===== config.mk =====
export PLATFORM = sky130hd
export DESIGN_NAME = scd_decoder
export DESIGN_NICKNAME = d
export VERILOG_FILES = /design/src/scd_pkg.sv /design/src/scd_erase.sv /design/src/scd_decoder.sv
export VERILOG_INCLUDE_DIRS = /design/src
export SDC_FILE = /design/constraint.sdc
export NUM_CORES = 1
export LEC_CHECK = 0
export ABC_AREA = 1
export BUFFER_PORTS_ARGS = -buffer_cell sky130_fd_sc_hd__buf_2
export CAP_MARGIN = 20
export CORE_MARGIN = 2
export CORE_UTILIZATION = 49
export DETAILED_ROUTE_END_ITERATION = 12
export PLACE_DENSITY = 0.73
export SYNTH_ARGS = -nofsm -noshare
export SYNTH_HDL_FRONTEND = slang
export SYNTH_SLANG_ARGS = --single-unit
export TNS_END_PERCENT = 50

===== constraint.sdc =====
create_clock -name i_clk -period 5.8 [get_ports i_clk]
set_clock_uncertainty 0.2 [all_clocks]
set_input_delay 0.58 -clock i_clk [delete_from_list [all_inputs] [get_ports i_clk]]
set_output_delay 0.58 -clock i_clk [all_outputs]
set_load 0.02 [all_outputs]

===== src/scd_regs.svh =====
// constants for the storage card command decoder: opcodes, field positions,
// diagnostic codes and timing counts; assumes a 250 MHz core clock
`ifndef SCD_REGS_SVH
`define SCD_REGS_SVH

`define SCD_OP_CHKPWR_A 8'he5
`define SCD_OP_CHKPWR_B 8'h98
`define SCD_OP_DIAG 8'h90
`define SCD_OP_ERASE 8'hc0
`define SCD_OP_FLUSH 8'he7
`define SCD_OP_FORMAT 8'h50
`define SCD_OP_IDENT 8'hec
`define SCD_OP_IDLE_A 8'he3
`define SCD_OP_IDLE_B 8'h97
`define SCD_OP_IDLEI_A 8'he1
`define SCD_OP_IDLEI_B 8'h95
`define SCD_OP_INITP 8'h91
`define SCD_OP_KEYMGT 8'hb9
`define SCD_OP_NOP 8'h00
`define SCD_OP_RDBUF 8'he4
`define SCD_OP_RDDMA 8'hc8
`define SCD_OP_RDLONG_A 8'h22
`define SCD_OP_RDLONG_B 8'h23
`define SCD_OP_RDMULT 8'hc4
`define SCD_OP_RDSEC_A 8'h20
`define SCD_OP_RDSEC_B 8'h21
`define SCD_OP_RDVER_A 8'h40
`define SCD_OP_RDVER_B 8'h41
`define SCD_OP_RECAL_HI 4'h1
`define SCD_OP_SEEK_HI 4'h7
`define SCD_OP_SENSE 8'h03
`define SCD_OP_SECDIS 8'hf6
`define SCD_OP_SECERP 8'hf3
`define SCD_OP_SECERU 8'hf4
`define SCD_OP_SECFRZ 8'hf5
`define SCD_OP_SECSET 8'hf1
`define SCD_OP_SECUNL 8'hf2
`define SCD_OP_SETFEAT 8'hef
`define SCD_OP_SETMULT 8'hc6
`define SCD_OP_SLEEP_A 8'he6
`define SCD_OP_SLEEP_B 8'h99
`define SCD_OP_STBY_A 8'he2
`define SCD_OP_STBY_B 8'h96
`define SCD_OP_STBYI_A 8'he0
`define SCD_OP_STBYI_B 8'h94
`define SCD_OP_XLATE 8'h87
`define SCD_OP_WRBUF 8'he8
`define SCD_OP_WRDMA 8'hca
`define SCD_OP_WRLONG_A 8'h32
`define SCD_OP_WRLONG_B 8'h33
`define SCD_OP_WRMULT 8'hc5
`define SCD_OP_WRMULTNE 8'hcd
`define SCD_OP_WRSEC_A 8'h30
`define SCD_OP_WRSEC_B 8'h31
`define SCD_OP_WRSECNE 8'h38
`define SCD_OP_WRVER 8'h3c

`define SCD_KEY_FEAT_RDKEY 8'h80
`define SCD_KEY_FEAT_CHGKEY 8'h81

`define SCD_DH_DRV_BIT 4
`define SCD_DH_LBA_BIT 6
`define SCD_DIAG_OK 8'h01
`define SCD_DIAG_SLAVE_NIB 4'h8
`define SCD_SC_ASLEEP 8'h00
`define SCD_SC_IDLE 8'hff

`define SCD_CLK_MHZ 250
`define SCD_T_BUSY_NS 400
`define SCD_T_DRQ2_US 700
`define SCD_T_DRQ3_MS 20
`define SCD_BUSY_CYC ((`SCD_T_BUSY_NS * `SCD_CLK_MHZ) / 1000)
`define SCD_DRQ2_CYC (`SCD_T_DRQ2_US * `SCD_CLK_MHZ)
`define SCD_DRQ3_CYC (`SCD_T_DRQ3_MS * 1000 * `SCD_CLK_MHZ)
`define SCD_PREP_CYC 16

`endif


===== src/scd_pkg.sv =====
// types shared by the command decoder and its erase sequencer
package scd_pkg;

    typedef enum logic [1:0] {
        SCD_CLS_NONE = 2'd0,
        SCD_CLS_ONE = 2'd1,
        SCD_CLS_TWO = 2'd2,
        SCD_CLS_THREE = 2'd3
    } scd_class_type;

    typedef enum logic [4:0] {
        SCD_OPK_INVALID, SCD_OPK_CHKPWR, SCD_OPK_DIAG, SCD_OPK_ERASE,
        SCD_OPK_FLUSH, SCD_OPK_FORMAT, SCD_OPK_IDENT, SCD_OPK_IDLE,
        SCD_OPK_IDLEI, SCD_OPK_INITP, SCD_OPK_KEY_STRUCT, SCD_OPK_KEY_READ,
        SCD_OPK_KEY_CHANGE, SCD_OPK_NOP, SCD_OPK_RDBUF, SCD_OPK_RDDMA,
        SCD_OPK_RDLONG, SCD_OPK_RDMULT, SCD_OPK_RDSEC, SCD_OPK_RDVER,
        SCD_OPK_RECAL, SCD_OPK_SENSE, SCD_OPK_SECURITY, SCD_OPK_SEEK,
        SCD_OPK_SETFEAT, SCD_OPK_SETMULT, SCD_OPK_SLEEP, SCD_OPK_STBY,
        SCD_OPK_STBYI, SCD_OPK_XLATE, SCD_OPK_WRITE, SCD_OPK_WRMULT
    } scd_op_type;

    // task file as written by the host
    typedef struct packed {
        logic [7:0] features;
        logic [7:0] sector_count;
        logic [7:0] sector_number;
        logic [7:0] cyl_low;
        logic [7:0] cyl_high;
        logic [7:0] drive_head;
    } scd_taskfile_type;

    // parameters the decoder passes on, only the marked ones are valid
    typedef struct packed {
        logic fr_valid;
        logic sc_valid;
        logic sn_valid;
        logic cy_valid;
        logic head_valid;
        logic drive;
        logic lba_mode;
        logic [27:0] lba;
        logic [7:0] count;
    } scd_params_type;

endpackage : scd_pkg


===== src/scd_erase.sv =====
// erase sequencer: walks the addressed sectors, holding the erase request
// high from start until the last sector's ack; assumes the media side acks each sector
`timescale 1ns/1ps
module scd_erase
    import scd_pkg::*;
(
    // clock and reset
    input wire logic i_clk,
    input wire logic i_rst,
    // control
    input wire logic i_start,
    input wire logic [27:0] i_lba,
    input wire logic [7:0] i_count,
    // media side
    output logic o_erase_req,
    output logic [27:0] o_erase_lba,
    input wire logic i_erase_ack,
    input wire logic i_erase_fault,
    // result
    output logic o_done,
    output logic o_fault
);

    logic [8:0] left_q;
    logic busy_q;

    // -------------------------------------------------------------
    // sector walk
    // -------------------------------------------------------------
    always_ff @(posedge i_clk or posedge i_rst) begin
        if (i_rst) begin
            left_q <= 9'h000;
            busy_q <= 1'b0;
            o_erase_lba <= 28'h0000000;
            o_fault <= 1'b0;
            o_done <= 1'b0;
        end else begin
            o_done <= 1'b0;
            if (i_start) begin
                // count of zero means 256 sectors
                left_q <= (i_count == 8'h00) ? 9'h100 : {1'b0, i_count};
                o_erase_lba <= i_lba;
                busy_q <= 1'b1;
                o_fault <= 1'b0;
            end else if (busy_q && i_erase_ack) begin
                o_erase_lba <= o_erase_lba + 28'h0000001;
                o_fault <= o_fault | i_erase_fault;
                left_q <= left_q - 9'h001;
                if (left_q == 9'h001) begin
                    busy_q <= 1'b0;
                    o_done <= 1'b1;
                end
            end
        end
    end

    assign o_erase_req = busy_q;

endmodule : scd_erase


===== src/scd_decoder.sv =====
// command decoder and executor of the storage card task file
// assumes the host writes the command only while busy is clear and that
// task-file inputs are synchronous to i_clk
`timescale 1ns/1ps
`include "scd_regs.svh"
module scd_decoder
    import scd_pkg::*;
(
    // clock and reset (hardware or soft reset)
    input wire logic i_clk,
    input wire logic i_rst,
    // command write
    input wire logic i_cmd_wr,
    input wire logic [7:0] i_cmd_code,
    input wire scd_taskfile_type i_taskfile,
    // configuration and card state
    input wire logic i_direct_disk_mode,
    input wire logic i_is_slave,
    input wire logic i_asleep,
    input wire logic [7:0] i_self_test_code,
    // slave diagnostic line, from a pin
    input wire logic i_diag_pass_line,
    // media side of the erase
    output logic o_erase_req,
    output logic [27:0] o_erase_lba,
    input wire logic i_erase_ack,
    input wire logic i_erase_fault,
    // buffer preparation finished, from the buffer manager
    input wire logic i_buf_ready,
    // status and results
    output logic o_busy_flag,
    output logic o_data_request_flag,
    output logic o_write_fault_flag,
    output logic o_error_flag,
    output logic o_abort,
    output logic o_irq_req,
    output logic [7:0] o_error_reg,
    output logic [7:0] o_sector_count_reg,
    output logic o_sc_load,
    output scd_class_type o_class,
    output scd_op_type o_op,
    output scd_params_type o_params,
    output logic o_timeout
);

    typedef enum logic [4:0] {
        ST_IDLE = 5'b00001,
        ST_EXEC = 5'b00010,
        ST_WAIT = 5'b00100,
        ST_DRQ = 5'b01000,
        ST_DONE = 5'b10000
    } scd_state_type;

    // -------------------------------------------------------------
    // decode functions
    // -------------------------------------------------------------
    function automatic scd_op_type decode_op(input logic [7:0] c,
                                             input logic [7:0] f);
        scd_op_type op;
        op = SCD_OPK_INVALID;
        unique case (c)
            `SCD_OP_CHKPWR_A, `SCD_OP_CHKPWR_B: op = SCD_OPK_CHKPWR;
            `SCD_OP_DIAG: op = SCD_OPK_DIAG;
            `SCD_OP_ERASE: op = SCD_OPK_ERASE;
            `SCD_OP_FLUSH: op = SCD_OPK_FLUSH;
            `SCD_OP_FORMAT: op = SCD_OPK_FORMAT;
            `SCD_OP_IDENT: op = SCD_OPK_IDENT;
            `SCD_OP_IDLE_A, `SCD_OP_IDLE_B: op = SCD_OPK_IDLE;
            `SCD_OP_IDLEI_A, `SCD_OP_IDLEI_B: op = SCD_OPK_IDLEI;
            `SCD_OP_INITP: op = SCD_OPK_INITP;
            `SCD_OP_KEYMGT: begin
                // features pick the subcommand
                if (f == `SCD_KEY_FEAT_RDKEY) begin
                    op = SCD_OPK_KEY_READ;
                end else if (f == `SCD_KEY_FEAT_CHGKEY) begin
                    op = SCD_OPK_KEY_CHANGE;
                end else if (!f[7]) begin
                    op = SCD_OPK_KEY_STRUCT;
                end
            end
            `SCD_OP_NOP: op = SCD_OPK_NOP;
            `SCD_OP_RDBUF: op = SCD_OPK_RDBUF;
            `SCD_OP_RDDMA: op = SCD_OPK_RDDMA;
            `SCD_OP_RDLONG_A, `SCD_OP_RDLONG_B: op = SCD_OPK_RDLONG;
            `SCD_OP_RDMULT: op = SCD_OPK_RDMULT;
            `SCD_OP_RDSEC_A, `SCD_OP_RDSEC_B: op = SCD_OPK_RDSEC;
            `SCD_OP_RDVER_A, `SCD_OP_RDVER_B: op = SCD_OPK_RDVER;
            `SCD_OP_SENSE: op = SCD_OPK_SENSE;
            `SCD_OP_SECDIS, `SCD_OP_SECERP, `SCD_OP_SECERU,
            `SCD_OP_SECFRZ, `SCD_OP_SECSET, `SCD_OP_SECUNL:
                op = SCD_OPK_SECURITY;
            `SCD_OP_SETFEAT: op = SCD_OPK_SETFEAT;
            `SCD_OP_SETMULT: op = SCD_OPK_SETMULT;
            `SCD_OP_SLEEP_A, `SCD_OP_SLEEP_B: op = SCD_OPK_SLEEP;
            `SCD_OP_STBY_A, `SCD_OP_STBY_B: op = SCD_OPK_STBY;
            `SCD_OP_STBYI_A, `SCD_OP_STBYI_B: op = SCD_OPK_STBYI;
            `SCD_OP_XLATE: op = SCD_OPK_XLATE;
            `SCD_OP_WRBUF, `SCD_OP_WRDMA, `SCD_OP_WRLONG_A, `SCD_OP_WRLONG_B,
            `SCD_OP_WRSEC_A, `SCD_OP_WRSEC_B, `SCD_OP_WRSECNE:
                op = SCD_OPK_WRITE;
            `SCD_OP_WRMULT, `SCD_OP_WRMULTNE, `SCD_OP_WRVER:
                op = SCD_OPK_WRMULT;
            default: begin
                if (c[7:4] == `SCD_OP_RECAL_HI) begin
                    op = SCD_OPK_RECAL;
                end else if (c[7:4] == `SCD_OP_SEEK_HI) begin
                    op = SCD_OPK_SEEK;
                end
            end
        endcase
        return op;
    endfunction : decode_op

    function automatic scd_class_type op_class(input scd_op_type op);
        scd_class_type cl;
        if (op == SCD_OPK_INVALID) begin
            cl = SCD_CLS_NONE;
        end else if (op == SCD_OPK_WRMULT) begin
            cl = SCD_CLS_THREE;
        end else if (op == SCD_OPK_WRITE || op == SCD_OPK_FORMAT ||
                     op == SCD_OPK_KEY_CHANGE) begin
            cl = SCD_CLS_TWO;
        end else begin
            cl = SCD_CLS_ONE;
        end
        return cl;
    endfunction : op_class

    // valid-register mask {fr, sc, sn, cy, head}
    function automatic logic [4:0] op_mask(input scd_op_type op);
        logic [4:0] m;
        m = 5'h00;
        unique case (op)
            SCD_OPK_ERASE, SCD_OPK_RDDMA, SCD_OPK_RDMULT, SCD_OPK_RDSEC,
            SCD_OPK_RDVER, SCD_OPK_XLATE, SCD_OPK_WRITE, SCD_OPK_WRMULT:
                m = 5'b01111;
            SCD_OPK_RDLONG, SCD_OPK_SEEK: m = 5'b00111;
            SCD_OPK_FORMAT: m = 5'b01011;
            SCD_OPK_INITP: m = 5'b01001;
            SCD_OPK_IDLE, SCD_OPK_SETMULT: m = 5'b01000;
            SCD_OPK_SETFEAT: m = 5'b10000;
            SCD_OPK_KEY_STRUCT, SCD_OPK_KEY_READ, SCD_OPK_KEY_CHANGE:
                m = 5'b11110;
            default: m = 5'h00;
        endcase
        return m;
    endfunction : op_mask

    // -------------------------------------------------------------
    // decode of the written code
    // -------------------------------------------------------------
    scd_op_type op_d;
    scd_class_type cls_d;
    logic [4:0] mask_d;
    logic [7:0] dh;
    assign op_d = decode_op(i_cmd_code, i_taskfile.features);
    assign cls_d = op_class(op_d);
    assign mask_d = op_mask(op_d);
    assign dh = i_taskfile.drive_head;

    // diag pin synchroniser
    logic diag_pass_line_meta_q;
    logic diag_pass_line_q;
    always_ff @(posedge i_clk or posedge i_rst) begin
        if (i_rst) begin
            diag_pass_line_meta_q <= 1'b0;
            diag_pass_line_q <= 1'b0;
        end else begin
            diag_pass_line_meta_q <= i_diag_pass_line;
            diag_pass_line_q <= diag_pass_line_meta_q;
        end
    end

    // -------------------------------------------------------------
    // latched command and parameters
    // -------------------------------------------------------------
    always_ff @(posedge i_clk or posedge i_rst) begin
        if (i_rst) begin
            o_op <= SCD_OPK_NOP;
            o_class <= SCD_CLS_NONE;
            o_params <= '0;
        end else if (i_cmd_wr && !o_busy_flag) begin
            o_op <= op_d;
            o_class <= cls_d;
            o_params.fr_valid <= mask_d[4];
            o_params.sc_valid <= mask_d[3];
            o_params.sn_valid <= mask_d[2];
            o_params.cy_valid <= mask_d[1];
            o_params.head_valid <= mask_d[0];
            o_params.drive <= dh[`SCD_DH_DRV_BIT];
            o_params.lba_mode <= dh[`SCD_DH_LBA_BIT];
            o_params.lba <= {dh[3:0], i_taskfile.cyl_high,
                             i_taskfile.cyl_low,
                             i_taskfile.sector_number};
            o_params.count <= i_taskfile.sector_count;
        end
    end

    // -------------------------------------------------------------
    // execution sequence
    // -------------------------------------------------------------
    scd_state_type state_q;
    logic [23:0] tmr_q;
    logic [23:0] limit_q;
    logic erase_start;
    logic erase_done;
    logic erase_fault;
    logic run_here;

    // removable mode runs only on the selected card, direct disk on both
    assign run_here = i_direct_disk_mode ||
                      (dh[`SCD_DH_DRV_BIT] == i_is_slave);
    assign erase_start = (state_q == ST_EXEC) && (o_op == SCD_OPK_ERASE);

    always_ff @(posedge i_clk or posedge i_rst) begin
        if (i_rst) begin
            state_q <= ST_IDLE;
            tmr_q <= 24'h000000;
            limit_q <= 24'h000000;
        end else begin
            unique case (state_q)
                ST_IDLE: begin
                    tmr_q <= 24'h000000;
                    if (i_cmd_wr && run_here) begin
                        state_q <= ST_EXEC;
                        limit_q <= (cls_d == SCD_CLS_THREE) ?
                            24'(`SCD_DRQ3_CYC) : 24'(`SCD_DRQ2_CYC);
                    end
                end
                ST_EXEC: begin
                    if (o_class == SCD_CLS_TWO || o_class == SCD_CLS_THREE) begin
                        state_q <= ST_WAIT;
                    end else if (o_op == SCD_OPK_ERASE) begin
                        state_q <= ST_WAIT;
                    end else begin
                        state_q <= ST_DONE;
                    end
                end
                ST_WAIT: begin
                    tmr_q <= tmr_q + 24'h000001;
                    if (o_op == SCD_OPK_ERASE) begin
                        if (erase_done) begin
                            state_q <= ST_DONE;
                        end
                    end else if (i_buf_ready ||
                                 tmr_q == limit_q - 24'h000001) begin
                        state_q <= ST_DRQ;
                    end
                end
                ST_DRQ: state_q <= ST_IDLE;
                ST_DONE: state_q <= ST_IDLE;
            endcase
        end
    end

    // status flags and result registers
    always_ff @(posedge i_clk or posedge i_rst) begin
        if (i_rst) begin
            o_busy_flag <= 1'b0;
            o_data_request_flag <= 1'b0;
            o_write_fault_flag <= 1'b0;
            o_error_flag <= 1'b0;
            o_abort <= 1'b0;
            o_irq_req <= 1'b0;
            o_error_reg <= 8'h00;
            o_sector_count_reg <= 8'h00;
            o_sc_load <= 1'b0;
            o_timeout <= 1'b0;
        end else begin
            o_irq_req <= 1'b0;
            o_sc_load <= 1'b0;
            if (state_q == ST_IDLE && i_cmd_wr && run_here) begin
                o_busy_flag <= 1'b1;
                o_data_request_flag <= 1'b0;
                o_error_flag <= 1'b0;
                o_abort <= 1'b0;
                o_write_fault_flag <= 1'b0;
                o_timeout <= 1'b0;
            end
            if (state_q == ST_WAIT && o_op != SCD_OPK_ERASE &&
                !i_buf_ready && tmr_q == limit_q - 24'h000001) begin
                o_timeout <= 1'b1;
            end
            if (state_q == ST_WAIT && o_op != SCD_OPK_ERASE &&
                (i_buf_ready || tmr_q == limit_q - 24'h000001)) begin
                o_data_request_flag <= 1'b1;
            end
            if (state_q == ST_DRQ) begin
                o_busy_flag <= 1'b0;
            end
            if (state_q == ST_DONE) begin
                o_busy_flag <= 1'b0;
                o_irq_req <= 1'b1;
                unique case (o_op)
                    SCD_OPK_INVALID: begin
                        o_error_flag <= 1'b1;
                        o_abort <= 1'b1;
                    end
                    SCD_OPK_CHKPWR: begin
                        o_sc_load <= 1'b1;
                        o_sector_count_reg <= i_asleep ?
                            `SCD_SC_ASLEEP : `SCD_SC_IDLE;
                    end
                    SCD_OPK_DIAG: begin
                        if (i_direct_disk_mode && !i_is_slave && !diag_pass_line_q) begin
                            o_error_reg <= {`SCD_DIAG_SLAVE_NIB,
                                            i_self_test_code[3:0]};
                        end else begin
                            o_error_reg <= i_self_test_code;
                        end
                        o_error_flag <= (i_self_test_code != `SCD_DIAG_OK);
                    end
                    SCD_OPK_ERASE: begin
                        o_write_fault_flag <= erase_fault;
                        o_error_flag <= erase_fault;
                    end
                    default: o_sc_load <= 1'b0;
                endcase
            end
        end
    end

    // -------------------------------------------------------------
    // erase sequencer
    // -------------------------------------------------------------
    scd_erase u_erase (
        .i_clk(i_clk),
        .i_rst(i_rst),
        .i_start(erase_start),
        .i_lba(o_params.lba),
        .i_count(o_params.count),
        .o_erase_req(o_erase_req),
        .o_erase_lba(o_erase_lba),
        .i_erase_ack(i_erase_ack),
        .i_erase_fault(i_erase_fault),
        .o_done(erase_done),
        .o_fault(erase_fault)
    );

endmodule : scd_decoder


# == Yosys cells after proc, flatten, opt, wreduce, memory -nomap -nowiden ==
# Memories as Yosys holds them, arrays and structs flattened. A register that Yosys moved wholly into a read port is not among the register bits.
# Index checks and enable logic that the tools add are counted.
# classes
addsub,4
multipliers,0
n_div,0
order_cmp,0
n_eq_ne,75
shifts,0
muxes,51
bitwise_logic,1
reduce_logical,49
# ops
op,count
$eq A8 B8 Y1 const B,36
$pmux W5 S27,1
$eq A8 B6 Y1 const B,10
$mux W28,2
$pmux W24 S2,1
$mux W5,8
$add A28 B1 Y28 const B,1
$mux W9,3
$mux W1,25
$add A24 B1 Y24 const B,1
$eq A24 B24 Y1,1
$eq A8 B7 Y1 const B,3
$sub A24 B1 Y24 const B,1
$mux W23,1
$pmux W5 S4,1
$reduce_or A2 Y1,10
$logic_not A8 Y1,2
$mux W8,2
$eq A5 B2 Y1 const B,3
$eq A5 B5 Y1 const B,3
$logic_and A1 B1 Y1,12
$mux W4,3
$eq A5 B1 Y1 const B,2
$eq A5 B3 Y1 const B,2
26 further kinds,46
# word_totals
ff_bits,164
latch_bits,0
ramBits,0
rom_bits,160
inputBits,74
output_inout_bits,103
wordCells,207
memories,1
# mem_list
memory,depth,width,read_ports,rd_clocked_by_memory_dff,wr,line,text
(no name shown),32,5,1,1,0,scd_decoder.sv:133,unique case (op)

# == Logic depth before layout (Yosys ltp) ==
# Gate-level depths: netlist (run 1).
# depth
ltp_word,12
mapped_depth,19
ltp_nobuf,19

# == By module ==
# A second synthesis (run 1) with hierarchy kept.
# unflattened
hier_cells,1227
area_unflattened_um2,8677.1
# modules_own_cells
module,instances,cells_per_inst,area_each_um2,seq_area_each_um2
scd_decoder,1,821,5901.9,2532.4
scd_erase,1,406,2775.2,1001.0

# == Least setup slack after synthesis (run 1) ==
# OpenSTA, ideal clock, no wires.
# synth_path
path_type,in2reg
startpoint,input i_cmd_code[6]
endpoint,register o_params[39] (netlist name)
setup_ns,0.073
arrival_time_ns,2.203
required_ns,5.527
path_slack_ns,3.324
stages,19
path_buffers,0
path_cell_list,inv_2 nand2_1 nor2_2 nand2_2 nand2_2 nor2_1 and2_0 nand2_1 nor2_1 nand2_1 inv_1 ha_1 inv_1 nand2_1 nand2_1 nand2_1 nand2_1 nand2_1 a21oi_2
# synth_via
elab_chain_len,4
elab_cells_between_ends,66
classes_between,50 x eq/ne; 3 x mux; 13 x reduce/logical
# synth_lines
element,line,text
start: declaration,scd_decoder.sv:14,"input wire logic [7:0] i_cmd_code,"
$eq A4 B3 Y1 (no source line),-,
$mux W5,scd_decoder.sv:106,end else if (c[7:4] == `SCD_OP_SEEK_HI) begin
$mux W5,scd_decoder.sv:104,if (c[7:4] == `SCD_OP_RECAL_HI) begin
$pmux W5 S27 (*),scd_decoder.sv:61,unique case (c)
named net op_d[0],scd_decoder.sv:152,scd_op_type op_d;
# Mark *: on every way through the listed nets, which the timed path passes. The rest lies on a longest branch.
# A chain may end at the register's enable or synchronous reset.

# == Final worst setup path (run 1) ==
# layout_path
startpoint,register o_op[2]
endpoint,register u_erase.left_q[5]
# layout_via
elab_chain_len,3
elab_cells_between_ends,4
classes_between,1 x eq/ne; 1 x mux; 2 x reduce/logical
# layout_lines
element,line,text
start: declaration,scd_decoder.sv:41,"output scd_op_type o_op,"
start signal: assignment,scd_decoder.sv:183,o_op <= op_d;
$eq A5 B2 Y1 (*),scd_decoder.sv:213,assign erase_start = (state_q == ST_EXEC) && (o_op == SCD_OPK_ERASE);
$logic_and A1 B1 Y1 (*),scd_decoder.sv:213,
$mux W9 / $reduce_bool A2 Y1 (equally long branches),-,
end signal: assignment,scd_erase.sv:41,"left_q <= (i_count == 8'h00) ? 9'h100 : {1'b0, i_count};"
end signal: assignment,scd_erase.sv:48,left_q <= left_q - 9'h001;
end: declaration,scd_erase.sv:24,logic [8:0] left_q;
# Every way passes the cells marked *; elsewhere a longest branch is shown, timed or not.

==> flow_summary_export.csv, run 1 <==
group,metric,value,unit
status,run_status,"finished, final reports clean",
timing,slew_headroom,31.6,%
run,drv_cap,0,
placement,gp_congestion,0.925,
die,start_util,49.6,%
synth,async_reset_ff_share,100,%
clocking,htree_levels,4,
placement,dp_hpwl,15100,um
route,vias,7682,
synth,synth_compound_area_share,11.3,%
die,rows,47,
final_layout,multiInputGateArea,3870,sq um
timing,setup_viol,0,
final_layout,fill_cells,1513,
final_layout,diodes,0,
synth,synth_simple_gate_area_share,30.3,%
clocking,cts_tree,"yes",
clocking,post_cts_buffers,0,
critical_path,critPathArrivalTime,3.55,ns
timing,maxSlewViolCount,0,
critical_path,critPathTopFamily,"simple AND/OR/NAND/NOR gates",
critical_path,path_class,"reg -> reg",
final_layout,final_common_cell,"nand2_1",
synth,yosys_warnings,0,
route,route.detailed.drc,0,
synth,syn_area,8140,sq um
timing,period_minus_slack,3.49,ns
die,die_x,133,um
final_layout,syn2layout_area_growth,19.9,%
synth,synth_fa_ha_area_share,1.69,%
critical_path,cp-end-kind,"flip-flop",
synth,ys_seq_area_share,43.4,%
critical_path,path_buf_inv,4,
synth,synth_xor_area_share,3.87,%
synth,syn_avg_cell_area,7.36,sq um
final_layout,layout_common_cells,"319 x nand2_1, 174 x buf_2, 139 x inv_1",
clocking,clockBufferDepth,2,
timing,max_freq,286,MHz
synth,synth_top_family_by_area,"simple AND/OR/NAND/NOR gates",
final_layout,drive_gt1_share,20.4,%
final_layout,final_area,9770,sq um
route,vias_per_cell,5.10,
route,drtPass1Iterations,5,
clocking,insertion_delay,0.42,ns
final_layout,seqCellArea,3530,sq um
route,final_antenna_net_count,0,
die,core-area,16400,sq um
timing,tightestPinTransition,1.03,ns
route,drt-initial-drc-count,533,
placement,dpl_cell_area,9160,sq um
synth,synth_nets,1192,
critical_path,cpPeakStageDelay,0.71,ns
synth,syn_inst,1107,
min_path,hold_path_class,"in -> reg",
timing,tns,0,ns
clocking,cts_buffers,17,
critical_path,start_kind,"flip-flop",
placement,io_buffers,174,
timing,rsz0062_at_grt,"false",
final_layout,largestRegisters,"o_params x43, u_erase.o_erase_lba x28, tmr_q x24",
critical_path,path_common_cell,"inv_1",
clocking,postCtsResizedCells,0,
route,wire_per_inst,13.7,um
die,die_h,133,um
grt,grt_pass1_wl,34800,um
final_layout,nNetsFinal,1358,
grt,grt_max_degree,105,
synth,ys.flop_type,"dfrtp_1",
route,totalWireLength,20700,um
die,dieArea,17700,sq um
clocking,path_clk_slew,0.06,ns
grt,track_usage,24.3,%
final_layout,regMostFlops,"o_params",
grt,overflow,0,
clocking,postCtsHoldBufs,0,
final_layout,largest_reg_flops,43,
clocking,cts_root_buf,"clkbuf_16",
die,ios,177,
grt,grt_pass1_vias,7248,
synth,synth.distinct_cells,48,
synth,synth_seq_cells,141,
synth,synth.area.mux_share,0.369,%
power_and_ir_drop,ir_worst_vdd,244,uV
timing,finalCritPeriodShare,60.2,%
timing,final-hold-violation-count,0,
grt,antenna_found_initial,0,
critical_path,cp_slowest_cell,"inv_1",
power_and_ir_drop,power.leakage,5.02,nW
clocking,cts_sinks,141,
synth,synth_edf_count,0,
critical_path,worstPathRequired,5.86,ns
power_and_ir_drop,power.density,410,nW/um^2
critical_path,path_max_fanout,29,
critical_path,cp_cell_sequence,"nor2_1 > inv_1 > nor3_1 > inv_1 > nor2_2 > inv_1 > nor2_2 > inv_1 > o311ai_0 > o221ai_1",
-- area by class of cell --
type                            instances  area share [%]
Multi-Input combinational cell        780            39.6
Timing Repair Buffer                  177            9.15
Clock inverter                         12            1.63
Tap cell                              220            2.82
Sequential cell                       141            36.2
Clock buffer                           20            4.57
Inverter                              156            6.05
-- routing by layer --
layer,part of all wire [%],track usage (%)
met1,45,33.1
met2,47,38.8
met3,4.8,4.44
met4,2.4,9.56
met5,0,0
-- cell usage after synthesis (2+ instances only) --
| library cell | count | area (sq um) |
|---|---|---|
| a21o_1 | 2 | 15.0 |
| a21oi_1 | 34 | 170 |
| a21oi_2 | 2 | 17.5 |
| a22o_1 | 2 | 17.5 |
| a31oi_1 | 3 | 18.8 |
| buf_1 | 3 | 11.3 |
| buf_2 | 5 | 25.0 |
| buf_4 | 8 | 60.1 |
| clkbuf_1 | 13 | 48.8 |
| clkinv_1 | 3 | 11.3 |
| dfrtp_1 | 137 | 3430 |
| dfstp_2 | 4 | 105 |
| ha_1 | 11 | 138 |
| inv_1 | 141 | 529 |
| inv_2 | 12 | 45.0 |
| mux2i_1 | 3 | 30.0 |
| nand2_1 | 319 | 1200 |
| nand2_2 | 8 | 50.1 |
| nand3_1 | 50 | 250 |
| nand4_1 | 21 | 131 |
| nor2_1 | 119 | 447 |
| nor2_2 | 16 | 100 |
| nor2_4 | 2 | 22.5 |
| nor3_1 | 19 | 95.1 |
| nor3_2 | 3 | 30.0 |
| nor4_1 | 8 | 50.1 |
| o2111ai_1 | 2 | 17.5 |
| o211ai_1 | 8 | 60.1 |
| o21ai_0 | 71 | 355 |
| o21ai_1 | 7 | 35.0 |
| o21bai_1 | 3 | 22.5 |
| o221ai_1 | 13 | 114 |
| o22ai_1 | 4 | 25.0 |
| o311ai_0 | 2 | 17.5 |
| o31ai_1 | 2 | 15.0 |
| xnor2_1 | 10 | 87.6 |
| xor2_1 | 26 | 228 |
-- logic make-up (layout without fill, tap and decap cells) --
family                     count (synthesis)  count (layout)
and+or+nand+nor                          573             573
AOI/OAI and AO/OA                        157             157
buffers and inverters                    186             365
DFF                                      141             141
muxes                                      3               3
adders and majority gates                 11              11
xor gates and xnor gates                  36              36
-- metrics by stage --
stage | std cells | utilization [%] | hold slack, ns | setup WS (ns) | power [W]
2_1_floorplan | 1107 | - | 0.131 | 1.25 | 0.00245
3_3_place_gp | 1474 | 55.8 | 0.131 | 2.38 | 0.00286
3_5_place_dp | 1474 | 55.8 | 0.141 | 2.33 | 0.00290
4_1_cts | 1506 | 59.5 | 0.0453 | 2.29 | 0.00403
5_1_grt | 1506 | 59.5 | 0.0575 | 1.97 | 0.00426
6_report | 1506 | 59.5 | 0.0640 | 2.31 | 0.00401
-- where the power goes --
part           switching [W]  total (W)  internal, W
Sequential          0.000242    0.00150      0.00126
Combinational       0.000934    0.00139     0.000455
Clock               0.000429    0.00112     0.000691
-- path summary, 6_finish.rpt --
kind                                            start                     end  slack [ns]  cells past startpoint
worst min-delay path                 i_diag_pass_line   diag_pass_line_meta_q        0.06                      1
worst min register to register  diag_pass_line_meta_q        diag_pass_line_q        0.15                      0
min in group asynchronous                       i_rst            o_params[20]        0.14                      2
worst max register to register                o_op[2]       u_erase.left_q[5]        2.31                     10
max in group asynchronous                       i_rst  u_erase.o_erase_lba[2]        4.23                      3
worst max-delay path                          o_op[2]       u_erase.left_q[5]        2.31                     10
Power figures use the tool's default switching activity.
==> run 2: changes to the inputs <==
==> constraint.sdc (replaced) <==
create_clock -name i_clk -period 3.6 [get_ports i_clk]
set_clock_uncertainty 0.2 [all_clocks]
set_input_delay 0.36 -clock i_clk [delete_from_list [all_inputs] [get_ports i_clk]]
set_output_delay 0.36 -clock i_clk [all_outputs]
set_load 0.02 [all_outputs]
==> run 2 against run 1 <==
Against the previous run: register-to-register slack got worse by 1.8 ns; cell area increased by 5.2%; hold slack got worse by 0.038 ns; global-route usage up 0.58 points; final cell count rose by 3.7%; wire length rose by 3.8%; worst setup slack got worse by 1.8 ns; count of clock-buffer cells in the layout shrank 2.
==> flow_summary_export.csv, run 2 (same netlist as run 1, synthesis figures left out) <==
group,metric,value,unit
clocking,post_cts_buffers,0,
clocking,insertion_delay,0.42,ns
timing,slew_headroom,32.5,%
die,dieArea,17700,sq um
timing,tightestPinTransition,1.01,ns
critical_path,path_class,"reg -> reg",
grt,track_usage,24.9,%
run,drv_cap,0,
min_path,min-delay-start,"i_buf_ready",
critical_path,cpPeakStageDelay,0.76,ns
die,core-area,16400,sq um
grt,grt-busiest-layer,"met2",
die,rows,47,
grt,use_met1,32.6,%
grt,antenna_found_initial,0,
grt,grt_pass1_wl,35700,um
critical_path,worst_r2r_endpoint,"u_erase.o_erase_lba[24]",
route,route.detailed.drc,0,
die,die_h,133,um
clocking,postCtsHoldBufs,50,
clocking,cts_sinks,141,
clocking,clockBufferDepth,2,
timing,fin_ws,0.490,ns
timing,period_minus_slack,3.11,ns
critical_path,worstRegToRegCells,11,
critical_path,cp_cell_sequence,"nor2_1 > inv_1 > nor3_1 > inv_1 > nor2_2 > inv_1 > nor2_2 > nor2_2 > clkinv_1 > o22ai_1 > o21bai_1",
min_path,holdPathStages,4,
critical_path,r2r_start,"o_op[2]",
final_layout,layout_common_cells,"319 x nand2_1, 174 x buf_2, 139 x inv_1",
status,run_status,"finished, final reports clean",
final_layout,syn2layout_area_growth,26.2,%
power_and_ir_drop,power.density,620,nW/um^2
clocking,postCtsResizedCells,0,
final_layout,regMostFlops,"o_params",
critical_path,worstPathRequired,3.75,ns
timing,finalCritPeriodShare,86.4,%
route,vias,7919,
critical_path,r2r_slack,0.49,ns
route,final_antenna_net_count,0,
final_layout,largestRegisters,"o_params x43, u_erase.o_erase_lba x28, tmr_q x24",
die,start_util,49.6,%
grt,overflow,0,
critical_path,critPathArrivalTime,3.26,ns
final_layout,nNetsFinal,1414,
final_layout,largest_reg_flops,43,
clocking,cts_buffers,17,
grt,grtUsageMet2,40.9,%
critical_path,start_kind,"flip-flop",
timing,final-hold-violation-count,0,
power_and_ir_drop,ir_worst_vdd,406,uV
route,wire_per_inst,13.7,um
critical_path,cp-end-kind,"flip-flop",
placement,io_buffers,174,
critical_path,path_max_fanout,22,
placement,gp_congestion,0.885,
final_layout,diodes,0,
clocking,htree_levels,4,
placement,dp_hpwl,15300,um
final_layout,drive_gt1_share,20.1,%
die,ios,177,
route,totalWireLength,21500,um
placement,pre_cts_ws,0.531,ns
grt,grtUsageMet3,5.06,%
timing,tns,0,ns
timing,maxSlewViolCount,0,
clocking,cts_tree,"yes",
die,die_x,133,um
route,drtPass1Iterations,7,
grt,grt_pass1_vias,7528,
route,drt-initial-drc-count,539,
final_layout,final_common_cell,"nand2_1",
timing,rsz0062_at_grt,"false",
critical_path,cp_slowest_cell,"nor2_2",
clocking,cts_root_buf,"clkbuf_16",
min_path,hold_path_class,"in -> reg",
clocking,path_clk_slew,0.06,ns
route,vias_per_cell,5.07,
grt,grt_max_degree,69,
power_and_ir_drop,power.leakage,5.24,nW
min_path,hold_end,"o_timeout",
timing,max_freq,322,MHz
timing,setup_viol,0,
run 2: cell count changes in the layout (fill, tap and decap cells not counted):
cell | previous run | this run
bufinv_16 | 3 | 1
inv_6 | 4 | 3
dlygate4sd3_1 | 0 | 50
clkinv_4 | 2 | 1
clkbuf_1 | 2 | 0
buf_4 | 3 | 8
clkinvlp_4 | 2 | 4
clkinv_2 | 2 | 6
buf_12 | 0 | 1
run 2: final cells by class:
type | instances | area (sq um)
Clock buffer | 18 | 439
Clock inverter | 14 | 118
Fill cell | 1456 | 6130
Inverter | 156 | 589
Multi-Input combinational cell | 780 | 3870
Sequential cell | 141 | 3530
Tap cell | 220 | 275
Timing Repair Buffer | 233 | 1450
run 2: worst max-delay path by stage:
stage	end	start	depth (start not counted)	slack [ns]
2_1_floorplan	diag_pass_line_meta_q	i_rst	1	1.28
3_3_place_gp	u_erase.o_erase_lba[24]	o_op[2]	11	0.58
3_5_place_dp	u_erase.o_erase_lba[6]	o_op[2]	12	0.53
4_1_cts	u_erase.o_erase_lba[24]	o_op[2]	11	0.50
5_1_grt	u_erase.o_erase_lba[4]	o_op[2]	10	0.27
6_report	u_erase.o_erase_lba[24]	o_op[2]	11	0.49
run 2: routing by layer:
layer | routed length [um] | up-vias
met1 | 9590 | 3662
met2 | 10300 | 220
met3 | 1010 | 53
met4 | 595 | 0
li1 | - | 3984
met5 | 0 | -
run 2: where the power goes:
part           switching (W)  internal (W)  total [W]  leakage, nW
logic                0.00152      0.000779    0.00230         3.21
registers           0.000383       0.00202    0.00241         1.76
clock network       0.000689      0.000966    0.00166        0.272
run 2: through the flow:
| stage | utilization [%] | total power, W | hold WS (ns) | cells | area (sq um) |
|---|---|---|---|---|---|
| 2_1_floorplan | - | 0.00394 | 0.131 | 1107 | 8150 |
| 3_3_place_gp | 56.2 | 0.00462 | 0.133 | 1480 | 9220 |
| 3_5_place_dp | 56.2 | 0.00468 | 0.137 | 1480 | 9220 |
| 4_1_cts | 62.6 | 0.00640 | 0.0148 | 1562 | 10300 |
| 5_1_grt | 62.6 | 0.00676 | 0.0514 | 1562 | 10300 |
| 6_report | 62.6 | 0.00637 | 0.0265 | 1562 | 10300 |
run 2: critical path, delay by kind of cell (launching register included):
kind / cells / cell delay (ns)
buffers and inverters: 4 / 0.90
AO/OA/AOI/OAI: 2 / 0.38
AND/OR/NAND/NOR: 5 / 1.02
flip-flops: 1 / 0.54
